--- src/rtl/refresh_hold_pkg.sv ---
// Shared constants and carriers for the refresh and hold arbiter
package refresh_hold_pkg;

	// Clock rate and refresh strobe length
	localparam int unsigned CLK_MHZ = 250;
	localparam int unsigned REFRESH_NS = 32;
	localparam int unsigned REFRESH_CYC =
		(REFRESH_NS * CLK_MHZ + 999) / 1000;
	localparam int unsigned REFRESH_CNT_W = 4;

	// Pin synchroniser layout and values after reset
	localparam int unsigned PIN_W = 5;
	localparam logic [4:0] PIN_RST = 5'h0e;

	// Values after reset
	localparam logic OWNER_TWO_RST = 1'b0;
	localparam logic [REFRESH_CNT_W-1:0] REFRESH_CNT_RST = 4'h0;

	// Arbiter states
	typedef enum logic [3:0] {
		ST_IDLE = 4'h1,
		ST_REQ = 4'h2,
		ST_DMA = 4'h4,
		ST_RFSH = 4'h8
	} arb_state_t;

	// Requests and terminal counts from the two DMA controllers
	typedef struct packed {
		logic req_one;
		logic req_two;
		logic tc_one;
		logic tc_two;
	} dma_side_t;

	// Pins sampled from outside the clock domain
	typedef struct packed {
		logic hold_ack;
		logic external_master_n;
		logic channel_ready;
		logic refresh_n;
		logic counter_ref_clock;
	} pin_in_t;

endpackage

--- src/rtl/refresh_hold_arbiter.sv ---
// Bus hold arbiter with refresh strobe and address enables
//
// Contract
// - Raise hold request when a DMA controller or refresh timer needs bus.
// - Processor acks only after releasing bus; drive buses only after ack.
// - Address enable one low exactly while controller one drives addresses.
// - Address enable two low exactly while controller two drives addresses.
// - Terminal count flag rises when any DMA channel ends its count.
// - Channel ready inactive stretches DMA memory strobes as long as it lasts.
// - Counter is clocked from the separate reference clock input.
// - Counter two output state appears directly on its pin; the code registers it, so the pin follows one enabled clock later.
// - Refresh pulled low only after counter one hold request is acknowledged.
// - Low refresh line selects the refresh entry of the page mapper.
// - Refresh line is also an input; device only pulls it low.
// - Active-high reset clears the arbiter with the DMA controllers.
// - Arbiter runs on system clock; DMA clock is system clock halved.
`timescale 1ns/1ns
module refresh_hold_arbiter (
	// Clock, reset, enable
	input wire logic clk_sys_i,
	input wire logic sys_rst_i,
	input wire logic ce_i,
	// DMA controllers and counter
	input wire refresh_hold_pkg::dma_side_t dma_i,
	input wire logic counter_one_out_i,
	input wire logic counter_two_state_i,
	// Pins from outside
	input wire logic hold_ack_in_i,
	input wire logic external_master_n_i,
	input wire logic channel_ready_i,
	input wire logic refresh_n_i,
	input wire logic counter_ref_clock_i,
	// Processor side
	output logic hold_request_out_o,
	// Bus ownership
	output logic addr_enable_ctl_one_n_o,
	output logic addr_enable_ctl_two_n_o,
	output logic upper_addr_oe_o,
	output logic dma_grant_o,
	output logic strobe_stretch_o,
	output logic terminal_count_flag_o,
	// Clocks for DMA and counter
	output logic dma_clk_en_o,
	output logic counter_ref_tick_o,
	output logic counter_two_out_o,
	// Refresh line and mapper select
	output logic refresh_n_o,
	output logic refresh_n_oe_o,
	output logic refresh_sel_o
);

	refresh_hold_pkg::pin_in_t pin_raw;
	refresh_hold_pkg::pin_in_t pin_s;
	refresh_hold_pkg::arb_state_t state;
	refresh_hold_pkg::arb_state_t next_state;
	logic owner_two;
	logic next_owner_two;
	logic refresh_pending;
	logic next_refresh_pending;
	logic counter_one_prev;
	logic [refresh_hold_pkg::REFRESH_CNT_W-1:0] refresh_cnt;
	logic [refresh_hold_pkg::REFRESH_CNT_W-1:0] next_refresh_cnt;
	logic ref_clk_prev;
	logic tc_flag;
	logic next_tc_flag;
	logic dma_clk;
	logic counter_two;
	logic ext_master;
	logic dma_any;
	logic refresh_rise;

	assign pin_raw = '{
		hold_ack: hold_ack_in_i,
		external_master_n: external_master_n_i,
		channel_ready: channel_ready_i,
		refresh_n: refresh_n_i,
		counter_ref_clock: counter_ref_clock_i
	};

	// Pins from outside the clock domain
	pin_sync #(
		.W(refresh_hold_pkg::PIN_W),
		.RST_VAL(refresh_hold_pkg::PIN_RST)
	) u_pin_sync (
		.clk_sys_i(clk_sys_i),
		.sys_rst_i(sys_rst_i),
		.ce_i(ce_i),
		.d_i(pin_raw),
		.q_o(pin_s)
	);

	assign ext_master = !pin_s.external_master_n;
	assign dma_any = (dma_i.req_one || dma_i.req_two) && !ext_master;
	assign refresh_rise = counter_one_out_i && !counter_one_prev;

	// Arbiter next state
	always_comb begin
		next_state = state;
		next_owner_two = owner_two;
		next_refresh_cnt = refresh_cnt;
		// Set wins over clear
		next_refresh_pending = refresh_pending;
		if (state == refresh_hold_pkg::ST_RFSH &&
				refresh_cnt == '0) begin
			next_refresh_pending = 1'b0;
		end
		if (refresh_rise) begin
			next_refresh_pending = 1'b1;
		end
		case (state)
			refresh_hold_pkg::ST_IDLE: begin
				if ((refresh_pending || dma_any) &&
						!pin_s.hold_ack) begin
					next_state = refresh_hold_pkg::ST_REQ;
				end
			end
			refresh_hold_pkg::ST_REQ: begin
				if (pin_s.hold_ack && !ext_master) begin
					if (refresh_pending) begin
						next_state = refresh_hold_pkg::ST_RFSH;
						next_refresh_cnt = refresh_hold_pkg::REFRESH_CNT_W'(
							refresh_hold_pkg::REFRESH_CYC - 1);
					end else if (dma_any) begin
						next_state = refresh_hold_pkg::ST_DMA;
						next_owner_two = !dma_i.req_one;
					end else begin
						next_state = refresh_hold_pkg::ST_IDLE;
					end
				end else if (!refresh_pending && !dma_any) begin
					next_state = refresh_hold_pkg::ST_IDLE;
				end
			end
			refresh_hold_pkg::ST_DMA: begin
				if (ext_master || !pin_s.hold_ack ||
						(owner_two ? !dma_i.req_two : !dma_i.req_one)) begin
					next_state = refresh_hold_pkg::ST_IDLE;
				end
			end
			refresh_hold_pkg::ST_RFSH: begin
				if (refresh_cnt == '0 || !pin_s.hold_ack) begin
					next_state = refresh_hold_pkg::ST_IDLE;
				end else begin
					next_refresh_cnt = refresh_cnt - 1'b1;
				end
			end
			default: begin
				next_state = refresh_hold_pkg::ST_IDLE;
			end
		endcase
	end

	// Terminal count flag while a channel owns the bus
	always_comb begin
		next_tc_flag = 1'b0;
		if (state == refresh_hold_pkg::ST_DMA) begin
			next_tc_flag = dma_i.tc_one || dma_i.tc_two;
		end
	end

	always_ff @(posedge clk_sys_i) begin
		if (sys_rst_i) begin
			state <= refresh_hold_pkg::ST_IDLE;
			owner_two <= refresh_hold_pkg::OWNER_TWO_RST;
			refresh_pending <= 1'b0;
			counter_one_prev <= 1'b0;
			refresh_cnt <= refresh_hold_pkg::REFRESH_CNT_RST;
			ref_clk_prev <= 1'b0;
			tc_flag <= 1'b0;
			dma_clk <= 1'b0;
			counter_two <= 1'b0;
		end else if (ce_i) begin
			state <= next_state;
			owner_two <= next_owner_two;
			refresh_pending <= next_refresh_pending;
			counter_one_prev <= counter_one_out_i;
			refresh_cnt <= next_refresh_cnt;
			ref_clk_prev <= pin_s.counter_ref_clock;
			tc_flag <= next_tc_flag;
			dma_clk <= !dma_clk;
			counter_two <= counter_two_state_i;
		end
	end

	// Outputs
	assign hold_request_out_o = state != refresh_hold_pkg::ST_IDLE;
	assign dma_grant_o = state == refresh_hold_pkg::ST_DMA;
	assign addr_enable_ctl_one_n_o = !(dma_grant_o && !owner_two);
	assign addr_enable_ctl_two_n_o = !(dma_grant_o && owner_two);
	assign upper_addr_oe_o = pin_s.hold_ack && !ext_master;
	assign strobe_stretch_o = dma_grant_o && !pin_s.channel_ready;
	assign terminal_count_flag_o = tc_flag;
	assign dma_clk_en_o = dma_clk;
	assign counter_ref_tick_o = pin_s.counter_ref_clock && !ref_clk_prev;
	assign counter_two_out_o = counter_two;
	assign refresh_n_o = 1'b0;
	assign refresh_n_oe_o = state == refresh_hold_pkg::ST_RFSH;
	assign refresh_sel_o = refresh_n_oe_o || !pin_s.refresh_n;

	property p_hold_cause;
		@(posedge clk_sys_i) disable iff (sys_rst_i || !ce_i)
		$rose(hold_request_out_o) |-> $past(refresh_pending || dma_any);
	endproperty
	a_hold_cause: assert property (p_hold_cause)
		else $error("Hold request raised without a cause");

	property p_aen_after_ack;
		@(posedge clk_sys_i) disable iff (sys_rst_i)
		(!addr_enable_ctl_one_n_o || !addr_enable_ctl_two_n_o) |->
			pin_s.hold_ack;
	endproperty
	a_aen_after_ack: assert property (p_aen_after_ack)
		else $error("Address enable without hold acknowledge");

	property p_aen_one;
		@(posedge clk_sys_i) disable iff (sys_rst_i)
		!addr_enable_ctl_one_n_o |-> addr_enable_ctl_two_n_o && !owner_two;
	endproperty
	a_aen_one: assert property (p_aen_one)
		else $error("Address enable one with wrong owner");

	property p_aen_two;
		@(posedge clk_sys_i) disable iff (sys_rst_i || !ce_i)
		(state == refresh_hold_pkg::ST_DMA && owner_two && !ext_master &&
			pin_s.hold_ack && dma_i.req_two) |=> !addr_enable_ctl_two_n_o;
	endproperty
	a_aen_two: assert property (p_aen_two)
		else $error("Address enable two dropped while channel two active");

	property p_tc;
		@(posedge clk_sys_i) disable iff (sys_rst_i || !ce_i)
		(dma_grant_o && (dma_i.tc_one || dma_i.tc_two)) |=>
			terminal_count_flag_o;
	endproperty
	a_tc: assert property (p_tc)
		else $error("Terminal count not flagged");

	property p_master_quiet;
		@(posedge clk_sys_i) disable iff (sys_rst_i)
		ext_master |-> addr_enable_ctl_one_n_o && addr_enable_ctl_two_n_o &&
			!upper_addr_oe_o;
	endproperty
	a_master_quiet: assert property (p_master_quiet)
		else $error("DMA drives bus during external mastering");

	property p_stretch;
		@(posedge clk_sys_i) disable iff (sys_rst_i)
		(dma_grant_o && !pin_s.channel_ready) |-> strobe_stretch_o;
	endproperty
	a_stretch: assert property (p_stretch)
		else $error("Strobe not stretched while channel not ready");

	property p_counter_two;
		@(posedge clk_sys_i) disable iff (sys_rst_i || !ce_i)
		##1 $past(ce_i) |-> counter_two_out_o == $past(counter_two_state_i);
	endproperty
	a_counter_two: assert property (p_counter_two)
		else $error("Counter two output does not follow counter");

	property p_refresh_len;
		@(posedge clk_sys_i) disable iff (sys_rst_i || !ce_i)
		$rose(refresh_n_oe_o) |->
			(refresh_n_oe_o || !pin_s.hold_ack)[*8];
	endproperty
	a_refresh_len: assert property (p_refresh_len)
		else $error("Refresh strobe ended early with acknowledge held");

	property p_refresh_ack;
		@(posedge clk_sys_i) disable iff (sys_rst_i)
		refresh_n_oe_o |-> pin_s.hold_ack && hold_request_out_o &&
			refresh_sel_o;
	endproperty
	a_refresh_ack: assert property (p_refresh_ack)
		else $error("Refresh driven without acknowledged request");

	property p_refresh_bound;
		@(posedge clk_sys_i) disable iff (sys_rst_i || !ce_i)
		$rose(refresh_n_oe_o) |-> ##[1:8] !refresh_n_oe_o;
	endproperty
	a_refresh_bound: assert property (p_refresh_bound)
		else $error("Refresh strobe held too long");

	property p_dma_clk;
		@(posedge clk_sys_i) disable iff (sys_rst_i || !ce_i)
		##1 $past(ce_i) |-> dma_clk_en_o != $past(dma_clk_en_o);
	endproperty
	a_dma_clk: assert property (p_dma_clk)
		else $error("DMA clock not halved");

endmodule

--- src/rtl/pin_sync.sv ---
// Three-stage synchroniser with agreement filter
`timescale 1ns/1ns
module pin_sync #(
	parameter int unsigned W = 1,
	parameter logic [W-1:0] RST_VAL = '0
) (
	// Clock, reset, enable
	input wire logic clk_sys_i,
	input wire logic sys_rst_i,
	input wire logic ce_i,
	// Raw and filtered levels
	input wire logic [W-1:0] d_i,
	output logic [W-1:0] q_o
);

	logic [W-1:0] s1;
	logic [W-1:0] s2;
	logic [W-1:0] s3;
	logic [W-1:0] next_q;

	// Take a bit once second and third stages agree
	always_comb begin
		for (int i = 0; i < W; i++) begin
			next_q[i] = (s2[i] == s3[i]) ? s3[i] : q_o[i];
		end
	end

	always_ff @(posedge clk_sys_i) begin
		if (sys_rst_i) begin
			s1 <= RST_VAL;
			s2 <= RST_VAL;
			s3 <= RST_VAL;
			q_o <= RST_VAL;
		end else if (ce_i) begin
			s1 <= d_i;
			s2 <= s1;
			s3 <= s2;
			q_o <= next_q;
		end
	end

endmodule

--- config.mk ---
export PLATFORM = sky130hd
export DESIGN_NAME = refresh_hold_arbiter
export DESIGN_NICKNAME = d
export VERILOG_FILES = /design/src/rtl/refresh_hold_pkg.sv /design/src/rtl/refresh_hold_arbiter.sv /design/src/rtl/pin_sync.sv
export SDC_FILE = /design/constraint.sdc
export NUM_CORES = 1
export LEC_CHECK = 0
export BUFFER_PORTS_ARGS = -buffer_cell sky130_fd_sc_hd__buf_2
export CELL_PAD_IN_SITES_DETAIL_PLACEMENT = 2
export CELL_PAD_IN_SITES_GLOBAL_PLACEMENT = 2
export CORE_AREA = 4 4 57 110
export DETAILED_ROUTE_END_ITERATION = 12
export DIE_AREA = 0 0 61 114
export MAX_ROUTING_LAYER = met4
export PLACE_DENSITY_LB_ADDON = 0.1
export SLEW_MARGIN = 5
export SYNTH_ARGS = -nofsm -noshare
export SYNTH_HDL_FRONTEND = slang
export SYNTH_SLANG_ARGS = --single-unit
--- constraint.sdc ---
create_clock -name clk_sys_i -period 1.7 [get_ports clk_sys_i]
set_input_delay 0.17 -clock clk_sys_i [delete_from_list [all_inputs] [get_ports clk_sys_i]]
set_output_delay 0.17 -clock clk_sys_i [all_outputs]
set_load 0.02 [all_outputs]
Word-level counts from Yosys, hierarchy flattened
Index checks and enable logic that the tools add are counted.
{"block": "totals", "regBits": 35, "in_bits": 14, "output_inout_bits": 13, "wordCells": 95}
{"block": "classes", "add_sub_neg": 1, "n_eq_ne": 17, "mux": 16, "bitwise_logic": 1, "reduce_logical": 43}
{"operator": "$mux 4", "count": 9}
{"operator": "$pmux 4 s4", "count": 1}
{"operator": "$reduce_and 5->1", "count": 3}
{"operator": "$logic_not 1->1", "count": 14}
{"operator": "$reduce_and 2->1", "count": 6}
{"operator": "$logic_and 1x1->1", "count": 10}
{"operator": "$ne 2x2->1 const B", "count": 4}
{"operator": "$pmux 4 s2", "count": 1}
{"operator": "$logic_or 1x1->1", "count": 7}
{"operator": "$eq 1x1->1", "count": 5}
{"operator": "$eq 4x1->1 const B", "count": 1}
{"operator": "$eq 4x2->1 const B", "count": 1}
{"operator": "$eq 4x3->1 const B", "count": 1}
{"operator": "$eq 4x4->1 const B", "count": 1}
{"operator": "$logic_not 4->1", "count": 1}
{"operator": "$mux 1", "count": 4}
{"operator": "$ne 2x1->1 const B", "count": 2}
{"operator": "$ne 4x1->1 const B", "count": 1}
{"operator": "$reduce_bool 2->1", "count": 2}
{"operator": "$sub 4x1->4 const B", "count": 1}
{"operator": "$mux 3", "count": 1}
{"operator": "$ne 3x3->1 const B", "count": 1}
{"operator": "$not 1->1", "count": 1}

Depth between registers and ports, before layout
Gate-level depths: netlist of the first run.
{"block": "depth", "word_depth": 7, "ltp_mapped": 7, "mapped_depth_nobuf": 7}

Hierarchy
From an unflattened synthesis of the first run, not the netlist that was laid out.
{"block": "hier_totals", "cells_unflattened": 166, "area_unflattened_um2": 1647.8}
{"module": "refresh_hold_arbiter", "instances": 1, "cells_each": 91, "area_per_inst_um2": 862.1, "seq_area_each_um2": 300.3}
{"module": "pin_sync", "instances": 1, "cells_each": 75, "area_per_inst_um2": 785.8, "seq_area_each_um2": 400.4}

Worst setup path before layout of the first run
No wires, ideal clock.
{"block": "synth_timing", "kind": "reg-to-reg", "start": "register state[2]", "end": "register owner_two", "setup_time_ns": 0.139, "arrival_time_ns": 1.719, "required_time_ns": 1.561, "path_slack_ns": -0.158, "stages_incl_launch_ff": 6, "n_path_buf": 0, "synth_period_minus_slack_ns": 1.858, "cell_sequence": "dfxtp_1 nor4b_2 nand3_1 and4_1 a31oi_1 a311oi_2"}
{"block": "synth_between", "elab_chain_len": 2}
{"item": "start: declaration", "line_no": "refresh_hold_arbiter.sv:54", "rtl": "refresh_hold_pkg::arb_state_t state;"}
{"item": "start signal: assignment", "line_no": "refresh_hold_arbiter.sv:162", "rtl": "state <= refresh_hold_pkg::ST_IDLE;"}
{"item": "start signal: assignment", "line_no": "refresh_hold_arbiter.sv:172", "rtl": "state <= next_state;"}
{"item": "$eq 4x2->1", "line_no": "refresh_hold_arbiter.sv:110", "rtl": "case (state)"}
{"item": "$reduce_and 5->1 (no line)"}
{"item": "end signal: assignment", "line_no": "refresh_hold_arbiter.sv:163", "rtl": "owner_two <= refresh_hold_pkg::OWNER_TWO_RST;"}
{"item": "end signal: assignment", "line_no": "refresh_hold_arbiter.sv:173", "rtl": "owner_two <= next_owner_two;"}
{"item": "end: declaration", "line_no": "refresh_hold_arbiter.sv:56", "rtl": "logic owner_two;"}
No other way between the ends.
A chain may end at the register's enable or synchronous reset.

Worst setup path in the final report of the first run
{"block": "layout_timing", "start": "register refresh_cnt[1] (netlist name)", "end": "register refresh_cnt[3] (netlist name)"}
{"block": "layout_between", "elab_chain_len": 4, "word_cells_on_any_way": 7, "cone_classes": "add/sub: 1; eq/ne: 1; mux: 2; reduce/logical: 3"}
{"item": "start: declaration", "line_no": "refresh_hold_arbiter.sv:61", "rtl": "logic [refresh_hold_pkg::REFRESH_CNT_W-1:0] refresh_cnt;"}
{"item": "start signal: assignment", "line_no": "refresh_hold_arbiter.sv:166", "rtl": "refresh_cnt <= refresh_hold_pkg::REFRESH_CNT_RST;"}
{"item": "start signal: assignment", "line_no": "refresh_hold_arbiter.sv:176", "rtl": "refresh_cnt <= next_refresh_cnt;"}
{"item": "parallel branches: the longest is 4 deep, another holds $sub 4x1->4"}
Parallel ways; which one is timed is not known. The select of a mux whose other input is x is not followed.

==> results of run 1 <==
sequential cells by signal (all words and copies together), names as in the netlist:
signal and cells:
state 4, terminal_count_flag_o 1, refresh_pending 1, u_pin_sync.s2 5
dma_clk_en_o 1, refresh_cnt 4, owner_two 1, counter_one_prev 1
counter_two_out_o 1, u_pin_sync.s1 5, u_pin_sync.q_o 5, u_pin_sync.s3 5
ref_clk_prev 1
worst max-delay path, cell delays in order (launching register included):
cell and delay (ps):
dfxtp_1 330, inv_2 80, ha_4 130, or3b_4 380
and3_4 200, o211a_1 220, xor2_1 160, and3_1 190
through the flow:
stage,total power [mW],hold WS [ps],cells,worst slack [ps],setup TNS (ps)
final,1.608,98.55,284,-82.64,-260.3
after global routing,1.703,101.7,284,-131.4,-803.8
after CTS,1.638,91.39,279,-53.67,-218.3
after detailed placement,1.064,396.7,265,-255.4,-1017
after global placement,1.055,386.5,265,-41.55,-90.19
after floorplan,1.003,286.8,176,11.55,0
kinds of logic after synthesis:
kind of cell / Yosys count / share of synthesized area, %
flip-flops: 35 / 44.30
buffers and inverters: 19 / 4.826
multiplexers: 16 / 10.21
adder cells (fa/ha/maj): 1 / 0.7910
XOR/XNOR: 2 / 1.108
other: 1 / 0.2371
AO/OA/AOI/OAI: 44 / 17.80
AND/OR/NAND/NOR: 58 / 20.73
placed cells by master (no fill, tap or decap), types with 2 or more instances in the layout:
master    synthesis  layout
dfxtp_1          35      30
buf_4             1      26
buf_2             1      24
nand2_1          16      16
a21oi_1          15      15
mux2i_1          15      15
nor2_1           14      13
o21ai_0           9       9
inv_1            10       8
nand2b_1          5       5
clkbuf_8          0       5
nor4b_4           1       3
o211ai_1          3       3
and3_1            5       3
a31oi_1           3       3
dfxtp_2           0       3
inv_2             0       2
nor2b_1           2       2
nor3_1            3       2
and3_4            0       2
a21o_1            2       2
dfxtp_4           0       2
repair_timing:
| action | CTS | global route |
|---|---|---|
| endpoints found under the setup margin | 11 | 11 |
| resized for setup | 14 | 8 |
| setup buffers | 8 | 5 |
| pin swaps | 7 | 6 |
power breakdown:
part | total, mW | switching, mW | internal [mW]
clock | 0.561 | 0.288 | 0.273
combinational | 0.167 | 0.0964 | 0.0708
sequential | 0.880 | 0.0324 | 0.848
total | 1.61 | 0.417 | 1.19
final cells by class:
class / instances / area (sq um) / area share, %
sequential: 35 / 711.9 / 33.85
tap: 60 / 75.07 / 3.569
clock buffer: 6 / 72.57 / 3.450
multi-input combinational: 122 / 879.6 / 41.82
timing repair buffer: 51 / 326.6 / 15.53
inverter: 10 / 37.54 / 1.785
worst max path at each step:
stage	from	endpoint	cells past startpoint
floorplan	state[2]$_SDFFE_PP0P_	refresh_pending$_SDFFE_PP0P_	4
global placement	refresh_cnt[0]$_SDFFE_PP0P_	state[2]$_SDFFE_PP0P_	7
detailed placement	refresh_cnt[0]$_SDFFE_PP0P_	refresh_cnt[0]$_SDFFE_PP0P_	7
CTS	refresh_cnt[0]$_SDFFE_PP0P_	state[2]$_SDFFE_PP0P_	7
global route	refresh_cnt[0]$_SDFFE_PP0P_	state[2]$_SDFFE_PP0P_	7
finish	refresh_cnt[1]$_SDFFE_PP0P_	refresh_cnt[3]$_SDFFE_PP0P_	7
routing by layer:
layer,share of wire [%],up-vias,global-route usage [%]
li1,-,712,-
met1,35,716,14.54
met2,60,23,29.38
met3,3.1,6,3.624
met4,1.8,0,6.657
met5,0,-,-
==> reports/qor.yml, run 1 <==
hold_path:
  hp-start: "external_master_n_i"
  holdPathStages: 3
  whs_endpoint: "u_pin_sync.s1[3]$_SDFFE_PP1P_"
  hp-class: "input pin to register"
synth:
  synth_edf_count: 0
  synthFlopType: "dfxtp_1"
  netlist_area_sq_um: 1582
  netlist_instances: 176
  synth_top_area_cell: "dfxtp_1"
  avgSynthCellArea_sq_um: 8.986
  yosysWarnings: 0
  syn-num-nets: 191
  ys_types: 45
  synth_area_leaders: "dfxtp_1 (44%), mux2i_1 (9.5%), a21oi_1 (4.7%)"
  ys_async_sr_fraction_pct: 0
  ys_top_cells_by_count: "dfxtp_1 (35), nand2_1 (16), a21oi_1 (15), mux2i_1 (15), nor2_1 (14)"
  yosysSeqAreaShare_pct: 44.30
  synth_seq_cells: 35
  synth_top_cell_area_share_pct: 44.30
  yosysMostFrequentCell: "dfxtp_1"
grt:
  grt_pass1_wl_mm: 7.817
  antenna_found_initial: 0
  grt_overflow: 0
  grt_pass1_vias: 1604
  grt_max_degree: 25
  grt_util_all_layers_pct: 15.83
floorplan:
  die_x_um: 61
  start_util_pct: 29.18
  dieArea_sq_um: 6954
  rows: 38
  ioPinCount: 27
  die-height_um: 114
  core_sq_um: 5420
clocking:
  cts_made_buffers: 5
  clk_transition_reported_paths_ps: 80
  cts.sinks: 35
  clockRootBuffer: "clkbuf_8"
  cts_tree: "yes"
  clock_path_buffers: 2
  clk-insertion-delay-late_ps: 300
  h-tree-depth: 2
  postCtsHoldBufs: 0
routing:
  wl_mm: 4.877
  dr.pass1.iters: 4
  vias: 1457
  ant_nets: 0
  route.detailed.drc: 0
  first_iter_violations: 33
  viasPerCell: 5.130
  avgRoutedWirePerCell_um: 17.17
layout:
  fill_cells: 615
  antennaDiodeCount: 0
  stdcell_area_sq_um: 2103
  syn2layout_area_growth_pct: 32.99
  nets: 240
  fin_util_pct: 38.80
  drive_above_1_share_pct: 35.71
worst_setup_path:
  worstPathRequired_ps: 1900
  cp_data_arrival_time_ps: 1980
  reg2reg_slack_ps: -80
  cp_max_fo: 2
  critPathCaptureType: "register"
  cp-start-kind: "register"
  regToRegStartpoint: "refresh_cnt[1]$_SDFFE_PP0P_"
  reg2reg_to: "refresh_cnt[3]$_SDFFE_PP0P_"
  crit_type: "register to register"
  r2r_cells: 7
power_and_ir_drop:
  p_leak_nw: 0.9372
  power.density_nw_per_um2: 764.7
  irDropWorstVdd_mv: 0.6278
outcome:
  status: "complete, but fails checks"
  violations: "setup timing"
place:
  port_buffers: 25
  place.gp.congestion: 0.7577
  dp_hpwl_mm: 3.439
  place_area_sq_um: 1853
sta:
  finalCritPeriodShare_pct: 104.9
  hold_viol: 0
  fin_crit_ps: 1783
  finalSetupViolCount: 6
  finClkSkew_ps: 14.15
  rsz0062_at_grt: "true"
  layout_setup_ws_ps: -82.64
  drv_slew: 0
  fmax_ghz: 0.5610
job:
  maxCapViolations: 0
No activity file was read; power rests on OpenSTA's default activity.
==> run 2: changes to the inputs <==
--- a/config.mk
+++ b/config.mk
@@ -8,12 +8,13 @@
 export BUFFER_PORTS_ARGS = -buffer_cell sky130_fd_sc_hd__buf_2
 export CELL_PAD_IN_SITES_DETAIL_PLACEMENT = 2
 export CELL_PAD_IN_SITES_GLOBAL_PLACEMENT = 2
-export CORE_AREA = 4 4 57 110
+export CORE_AREA = 4 4 57 111
 export DETAILED_ROUTE_END_ITERATION = 12
-export DIE_AREA = 0 0 61 114
+export DIE_AREA = 0 0 61 115
 export MAX_ROUTING_LAYER = met4
 export PLACE_DENSITY_LB_ADDON = 0.1
 export SLEW_MARGIN = 5
 export SYNTH_ARGS = -nofsm -noshare
 export SYNTH_HDL_FRONTEND = slang
+export SYNTH_HIERARCHICAL = 1
 export SYNTH_SLANG_ARGS = --single-unit
==> run 2 against run 1 <==
The run still ends with setup timing left. First-iteration DRC count down 39%. Sequential power about the same. Clock skew fell by 7.8 ps. Worst setup slack got worse by 39 ps. Critical path type unchanged. Critical endpoint is now state[1]$_SDFFE_PP0P_. Largest cell class unchanged. Largest power group unchanged.
==> reports/qor.yml, run 2 <==
sta:
  finClkSkew_ps: 6.363  # -7.783 ps
  layout_setup_ws_ps: -122.1  # -39.43 ps
  fmax_ghz: 0.5488  # -2.2%
  worst_slew_pin_slew_ps: 557.1
  rsz0062_at_grt: "true"
  slew_headroom_pct: 62.86
  hold_viol: 0  # unchanged
  fin_tns_setup_ps: -237.3  # +22.98 ps
  fin_hold_ws_ps: 91.52  # -7.021 ps
  fin_crit_ps: 1822  # +39.43 ps
  finalSetupViolCount: 4  # -2
  drv_slew: 0  # unchanged
  finalCritPeriodShare_pct: 107.2  # +2.3 points
synth:
  ys_types: 49  # +8.9%
  synthFlopType: "dfxtp_1"
  yosysSeqAreaShare_pct: 42.52  # -1.8 points
  netlist_instances: 166  # -5.7%
  yosysMostFrequentCell: "dfxtp_1"
  synth_xor_area_share_pct: 0.5315  # -0.58 points
  synth_top_cell_area_share_pct: 42.52  # -1.8 points
  synth_seq_cells: 35  # unchanged
  synth-adder-area-share_pct: 0.7593  # -0.032 points
  synthMuxAreaShare_pct: 6.150  # -4.1 points
  ys_top_cells_by_count: "dfxtp_1 (35), nor2_1 (20), a21oi_1 (10)"
  netlist_area_sq_um: 1648  # +4.2%
  synth_edf_count: 0  # unchanged
  syn-num-nets: 181  # -5.2%
  synth_compound_area_share_pct: 22.17  # +4.4 points
  avgSynthCellArea_sq_um: 9.927  # +10%
  yosys.area_share.simple_pct: 22.85  # +2.1 points
  ys_async_sr_fraction_pct: 0  # unchanged
  synth_top_family_by_area: "simple AND/OR/NAND/NOR gates"
  yosysWarnings: 6  # +6
  synth_top_area_cell: "dfxtp_1"
  synth_area_leaders: "dfxtp_1 (43%), mux2i_1 (5.5%), a211o_1 (4.8%)"
grt:
  antenna_found_initial: 0  # unchanged
  grt_overflow: 0  # unchanged
  grt_pass1_vias: 1617  # +0.81%
  grt_pass1_wl_mm: 7.500  # -4.1%
  grt_util_all_layers_pct: 14.54  # -1.3 points
  grt_max_degree: 28  # +12%
clocking:
  h-tree-depth: 2  # unchanged
  cts_made_buffers: 5  # unchanged
  clock_path_buffers: 2  # unchanged
  clk_transition_reported_paths_ps: 80  # about the same
  clk-insertion-delay-late_ps: 280  # -20 ps
  clockRootBuffer: "clkbuf_8"
  cts_tree: "yes"
  cts.sinks: 35  # unchanged
worst_setup_path:
  cp_data_arrival_time_ps: 2040  # +60 ps
  critPathCaptureType: "register"
  crit_type: "register to register"
  cp_max_fo: 6  # +4
  cp-start-kind: "register"
  regToRegStartpoint: "refresh_cnt[1]$_SDFFE_PP0P_"
  crit_path_start: "refresh_cnt[1]$_SDFFE_PP0P_"
  worstPathRequired_ps: 1920  # +20 ps
outcome:
  status: "complete, but fails checks"
  violations: "setup timing"
floorplan:
  dieArea_sq_um: 7015  # +0.88%
  rows: 38  # unchanged
  die-height_um: 115  # +0.88%
  die_x_um: 61  # unchanged
  ioPinCount: 27  # unchanged
  start_util_pct: 30.40  # +1.2 points
  core_sq_um: 5420  # unchanged
layout:
  antennaDiodeCount: 0  # unchanged
  drive_above_1_share_pct: 39.52  # +3.8 points
  layout_common_cells: "dfxtp_1 (31), buf_2 (25), nor2_1 (20)"
  syn2layout_area_growth_pct: 24.30
  nets: 224  # -6.7%
  stdcell_area_sq_um: 2048  # -2.6%
  final_common_cell: "dfxtp_1"
  fin_util_pct: 37.79  # -1.0 points
place:
  dp_slack_ps: -178.2  # +77.25 ps
  place.gp.congestion: 0.8059  # +6.4%
  dp_hpwl_mm: 3.237  # -5.9%
  place_area_sq_um: 1886  # +1.8%
  port_buffers: 25  # unchanged
hold_path:
  hp-class: "input pin to register"
  hp-start: "external_master_n_i"
routing:
  avgRoutedWirePerCell_um: 16.32  # -5.0%
  viasPerCell: 5.356  # +4.4%
  ant_nets: 0  # unchanged
  dr.pass1.iters: 2  # -2
  vias: 1446  # -0.75%
  route.detailed.drc: 0  # unchanged
  first_iter_violations: 20  # -39%
  wl_mm: 4.407  # -9.6%
job:
  maxCapViolations: 0  # unchanged
power_and_ir_drop:
  power.density_nw_per_um2: 819.2  # +7.1%
  irDropWorstVdd_mv: 0.5164  # -18%
  p_leak_nw: 0.8495  # -9.4%
-- run 2: per-stage QoR --
stage / power, mW / std cells
floorplan: 1.037 / 166
global placement: 1.091 / 255
detailed placement: 1.105 / 255
CTS: 1.724 / 268
global route: 1.784 / 270
finish: 1.678 / 270
-- run 2: cell families after synthesis --
group                    after synthesis
multiplexers                          10
buffers and inverters                 13
flip-flops                            35
other                                  1
adder cells (fa/ha/maj)                1
AO/OA/AOI/OAI                         47
XOR/XNOR                               1
AND/OR/NAND/NOR                       58
-- run 2: what timing repair did --
item | 4_1_cts | 5_1_grt
hold buffers | 0 | 0
endpoints found under the setup margin | 11 | 12
pin swaps | 3 | 3
buffers inserted | 5 | 2
gates resized for setup | 9 | 2
-- run 2: layout make-up --
cell class,count,area [sq um]
clock buffer,7,76.32
clock inverter,1,5.005
fill,620,3372
inverter,6,22.52
sequential,35,705.7
multi-input combinational,118,903.4
timing repair buffer,43,260.3
tap,60,75.07
-- run 2: metal layers --
layer	track usage, %	routed length [um]	up-vias	share of wire, %
li1	-	-	697	-
met1	13.26	1623	724	37
met2	27.73	2571	18	58
met3	2.697	107	7	2.4
met4	5.789	104	0	2.4
met5	-	0	-	0
-- run 2: report_power, final --
| group | leakage [nW] | switching (mW) | internal [mW] | total [mW] |
|---|---|---|---|---|
| Clock | 0.0422 | 0.304 | 0.288 | 0.592 |
| Combinational | 0.520 | 0.109 | 0.0960 | 0.205 |
| Sequential | 0.288 | 0.0276 | 0.854 | 0.881 |
-- run 2: critical path, cell delays in order (launching register included) --
cell and delay [ps]:
dfxtp_2 330, inv_2 70, ha_4 130, or3b_4 380, and3_4 200, a31o_4 220
or3_4 330, a21oi_2 110
-- run 2: path summary, 6_finish.rpt --
check	to	slack, ps	depth (start not counted)
max	state[1]$_SDFFE_PP0P_	-120	7
min	u_pin_sync/s1[3]$_SDFFE_PP1P_	90	2
max reg2reg	state[1]$_SDFFE_PP0P_	-120	7
min reg2reg	u_pin_sync/q_o[4]$_SDFFE_PP0P_	470	2
==> run 3: changes to the inputs <==
--- a/config.mk
+++ b/config.mk
@@ -6,11 +6,11 @@
 export NUM_CORES = 1
 export LEC_CHECK = 0
 export BUFFER_PORTS_ARGS = -buffer_cell sky130_fd_sc_hd__buf_2
-export CELL_PAD_IN_SITES_DETAIL_PLACEMENT = 2
-export CELL_PAD_IN_SITES_GLOBAL_PLACEMENT = 2
-export CORE_AREA = 4 4 57 111
+export CELL_PAD_IN_SITES_DETAIL_PLACEMENT = 1
+export CELL_PAD_IN_SITES_GLOBAL_PLACEMENT = 1
+export CORE_AREA = 4 4 52 101
 export DETAILED_ROUTE_END_ITERATION = 12
-export DIE_AREA = 0 0 61 115
+export DIE_AREA = 0 0 56 105
 export MAX_ROUTING_LAYER = met4
 export PLACE_DENSITY_LB_ADDON = 0.1
 export SLEW_MARGIN = 5
==> run 3 against run 2 <==
The flow still finishes with violations (setup timing). Register-to-register slack barely moved. Final cell count down 2.6%. First-iteration DRC count is 35% lower. Sequential power rose by 0.7%. Design area is 0.55% lower. Critical endpoint unchanged. Largest cell class unchanged. Largest power group unchanged.
==> reports/qor.yml, run 3 (synthesis gave the netlist of run 2 again) <==
clocking:
  cts_tree: "yes"
  cts_made_buffers: 5  # unchanged
  h-tree-depth: 2  # unchanged
  clockRootBuffer: "clkbuf_8"
  clock_path_buffers: 2  # unchanged
  clk-insertion-delay-late_ps: 280  # about the same
  cts.sinks: 35  # unchanged
  clk_transition_reported_paths_ps: 70  # about the same
routing:
  first_iter_violations: 13  # -35%
  viasPerCell: 5.365  # +0.18%
  wl_mm: 4.113  # -6.7%
  ant_nets: 0  # unchanged
  vias: 1411  # -2.4%
  route.detailed.drc: 0  # unchanged
  dr.pass1.iters: 4  # +2
  avgRoutedWirePerCell_um: 15.64  # -4.2%
worst_setup_path:
  r2r_cells: 7  # unchanged
  regToRegStartpoint: "refresh_cnt[1]$_SDFFE_PP0P_"
  reg2reg_to: "state[1]$_SDFFE_PP0P_"
  cp-start-kind: "register"
  critPathCaptureType: "register"
  reg2reg_slack_ps: -120  # about the same
  worstPathRequired_ps: 1910  # about the same
  crit_type: "register to register"
  cp_max_fo: 6  # unchanged
  cp_data_arrival_time_ps: 2040  # about the same
power_and_ir_drop:
  seqPwrFrac_pct: 53.2  # +0.7 points
  irDropWorstVdd_mv: 0.6558  # +27%
  p_leak_nw: 0.8405  # -1.1%
  pwr-share-clk_pct: 34.7  # -0.6 points
  power_frac_comb_pct: 12.1  # about the same
  p_int_mw: 1.236  # about the same
  switchingPower_uw: 431.7  # -2.0%
  swShare_pct: 25.88  # -0.37 points
  power.density_nw_per_um2: 818.9  # about the same
sta:
  fin_crit_ps: 1822  # +0.1020 ps
  finalSetupViolCount: 3  # -1
  fmax_ghz: 0.5488  # about the same
  fin_tns_setup_ps: -292.9  # -55.54 ps
  drv_slew: 0  # unchanged
  rsz0062_at_grt: "true"
  finalCritPeriodShare_pct: 107.2  # about the same
  layout_setup_ws_ps: -122.2  # -0.1020 ps
  hold_viol: 0  # unchanged
  finClkSkew_ps: 3.138  # -3.225 ps
floorplan:
  ioPinCount: 27  # unchanged
  dieArea_sq_um: 5880  # -16%
  rows: 35  # -7.9%
  die_x_um: 56  # -8.2%
  start_util_pct: 36.18  # +5.8 points
  die-height_um: 105  # -8.7%
  core_sq_um: 4554  # -16%
layout:
  fin_util_pct: 44.73  # +6.9 points
  antennaDiodeCount: 0  # unchanged
  syn2layout_area_growth_pct: 23.61
  layout_common_cells: "dfxtp_1 (32), buf_2 (25), nor2_1 (20)"
  drive_above_1_share_pct: 39.42  # -0.10 points
  nets: 222  # -0.89%
  final_common_cell: "dfxtp_1"
place:
  place.gp.congestion: 0.7256  # -10%
  port_buffers: 25  # unchanged
  dp_hpwl_mm: 3.026  # -6.5%
grt:
  grt_overflow: 0  # unchanged
  grt_util_all_layers_pct: 15.05  # +0.51 points
  antenna_found_initial: 0  # unchanged
  grt_pass1_wl_mm: 6.955  # -7.3%
  grt_pass1_vias: 1496  # -7.5%
  grt_max_degree: 25  # -11%
hold_path:
  hp-start: "channel_ready_i"
  hp-class: "input pin to register"
  holdPathStages: 2  # unchanged
  whs_endpoint: "u_pin_sync/s1[2]$_SDFFE_PP1P_"
job:
  maxCapViolations: 0  # unchanged
outcome:
  status: "complete, but fails checks"
  violations: "setup timing"
[run 3: layout make-up]
type                       count  area [sq um]
tap                           55         68.82
sequential                    35         704.4
timing repair buffer          41         245.2
fill                         551          2517
multi-input combinational    118         914.6
inverter                       6         22.52
clock buffer                   7         76.32
clock inverter                 1         5.005
[run 3: what timing repair did]
action	4_1_cts	5_1_grt
hold buffers	0	0
endpoints found under the hold margin	0	0
setup buffers	4	3
setup endpoints to repair	6	12
pin swaps	2	2
gates resized for setup	12	1
[run 3: power by group through the flow]
stage	clock [mW]	sequential [mW]	combinational (mW)
6_report	0.579	0.887	0.202
5_1_grt	0.645	0.892	0.222
4_1_cts	0.609	0.888	0.202
3_5_place_dp	0	0.905	0.191
3_3_place_gp	0	0.901	0.179
2_1_floorplan	0	0.901	0.136
[run 3: routing by layer]
layer | part of all wire [%] | global-route usage (%) | up-vias | routed length [um]
li1 | - | - | 686 | -
met1 | 36 | 14.76 | 698 | 1488
met2 | 59 | 28.64 | 22 | 2432
met3 | 3.2 | 3.090 | 5 | 132
met4 | 1.4 | 4.584 | 0 | 59
met5 | 0 | - | - | 0
[run 3: worst max-delay path by stage]
stage                                      startpoint                     to  slack, ps  cells after the start
after global routing      refresh_cnt[0]$_SDFFE_PP0P_  state[2]$_SDFFE_PP0P_       -180                      8
after floorplan           refresh_cnt[0]$_SDFFE_PP0P_  state[1]$_SDFFE_PP0P_       -100                      7
after CTS                 refresh_cnt[1]$_SDFFE_PP0P_  state[1]$_SDFFE_PP0P_       -130                      7
after detailed placement  refresh_cnt[1]$_SDFFE_PP0P_  state[1]$_SDFFE_PP0P_       -160                      7
final                     refresh_cnt[1]$_SDFFE_PP0P_  state[1]$_SDFFE_PP0P_       -120                      7
after global placement    refresh_cnt[1]$_SDFFE_PP0P_  state[1]$_SDFFE_PP0P_        -70                      7
[run 3: worst max-delay path: stages, from the launching register on]
cell and delay, ps:
dfxtp_2 330, inv_2 60, ha_4 120, or3b_4 370
and3_4 190, a31o_4 230, or3_4 330, a21oi_2 120
[run 3: through the flow]
step,total power [mW],hold slack [ps],cell area (sq um),setup slack (ps),cells
detailed placement,1.096,383.6,1864,-157.5,248
global placement,1.080,375.6,1864,-71.50,248
floorplan,1.037,242.1,1659,-95.45,166
CTS,1.698,87.05,2012,-134.6,260
finish,1.668,94.22,2037,-122.2,263
global route,1.759,88.87,2037,-178.7,263
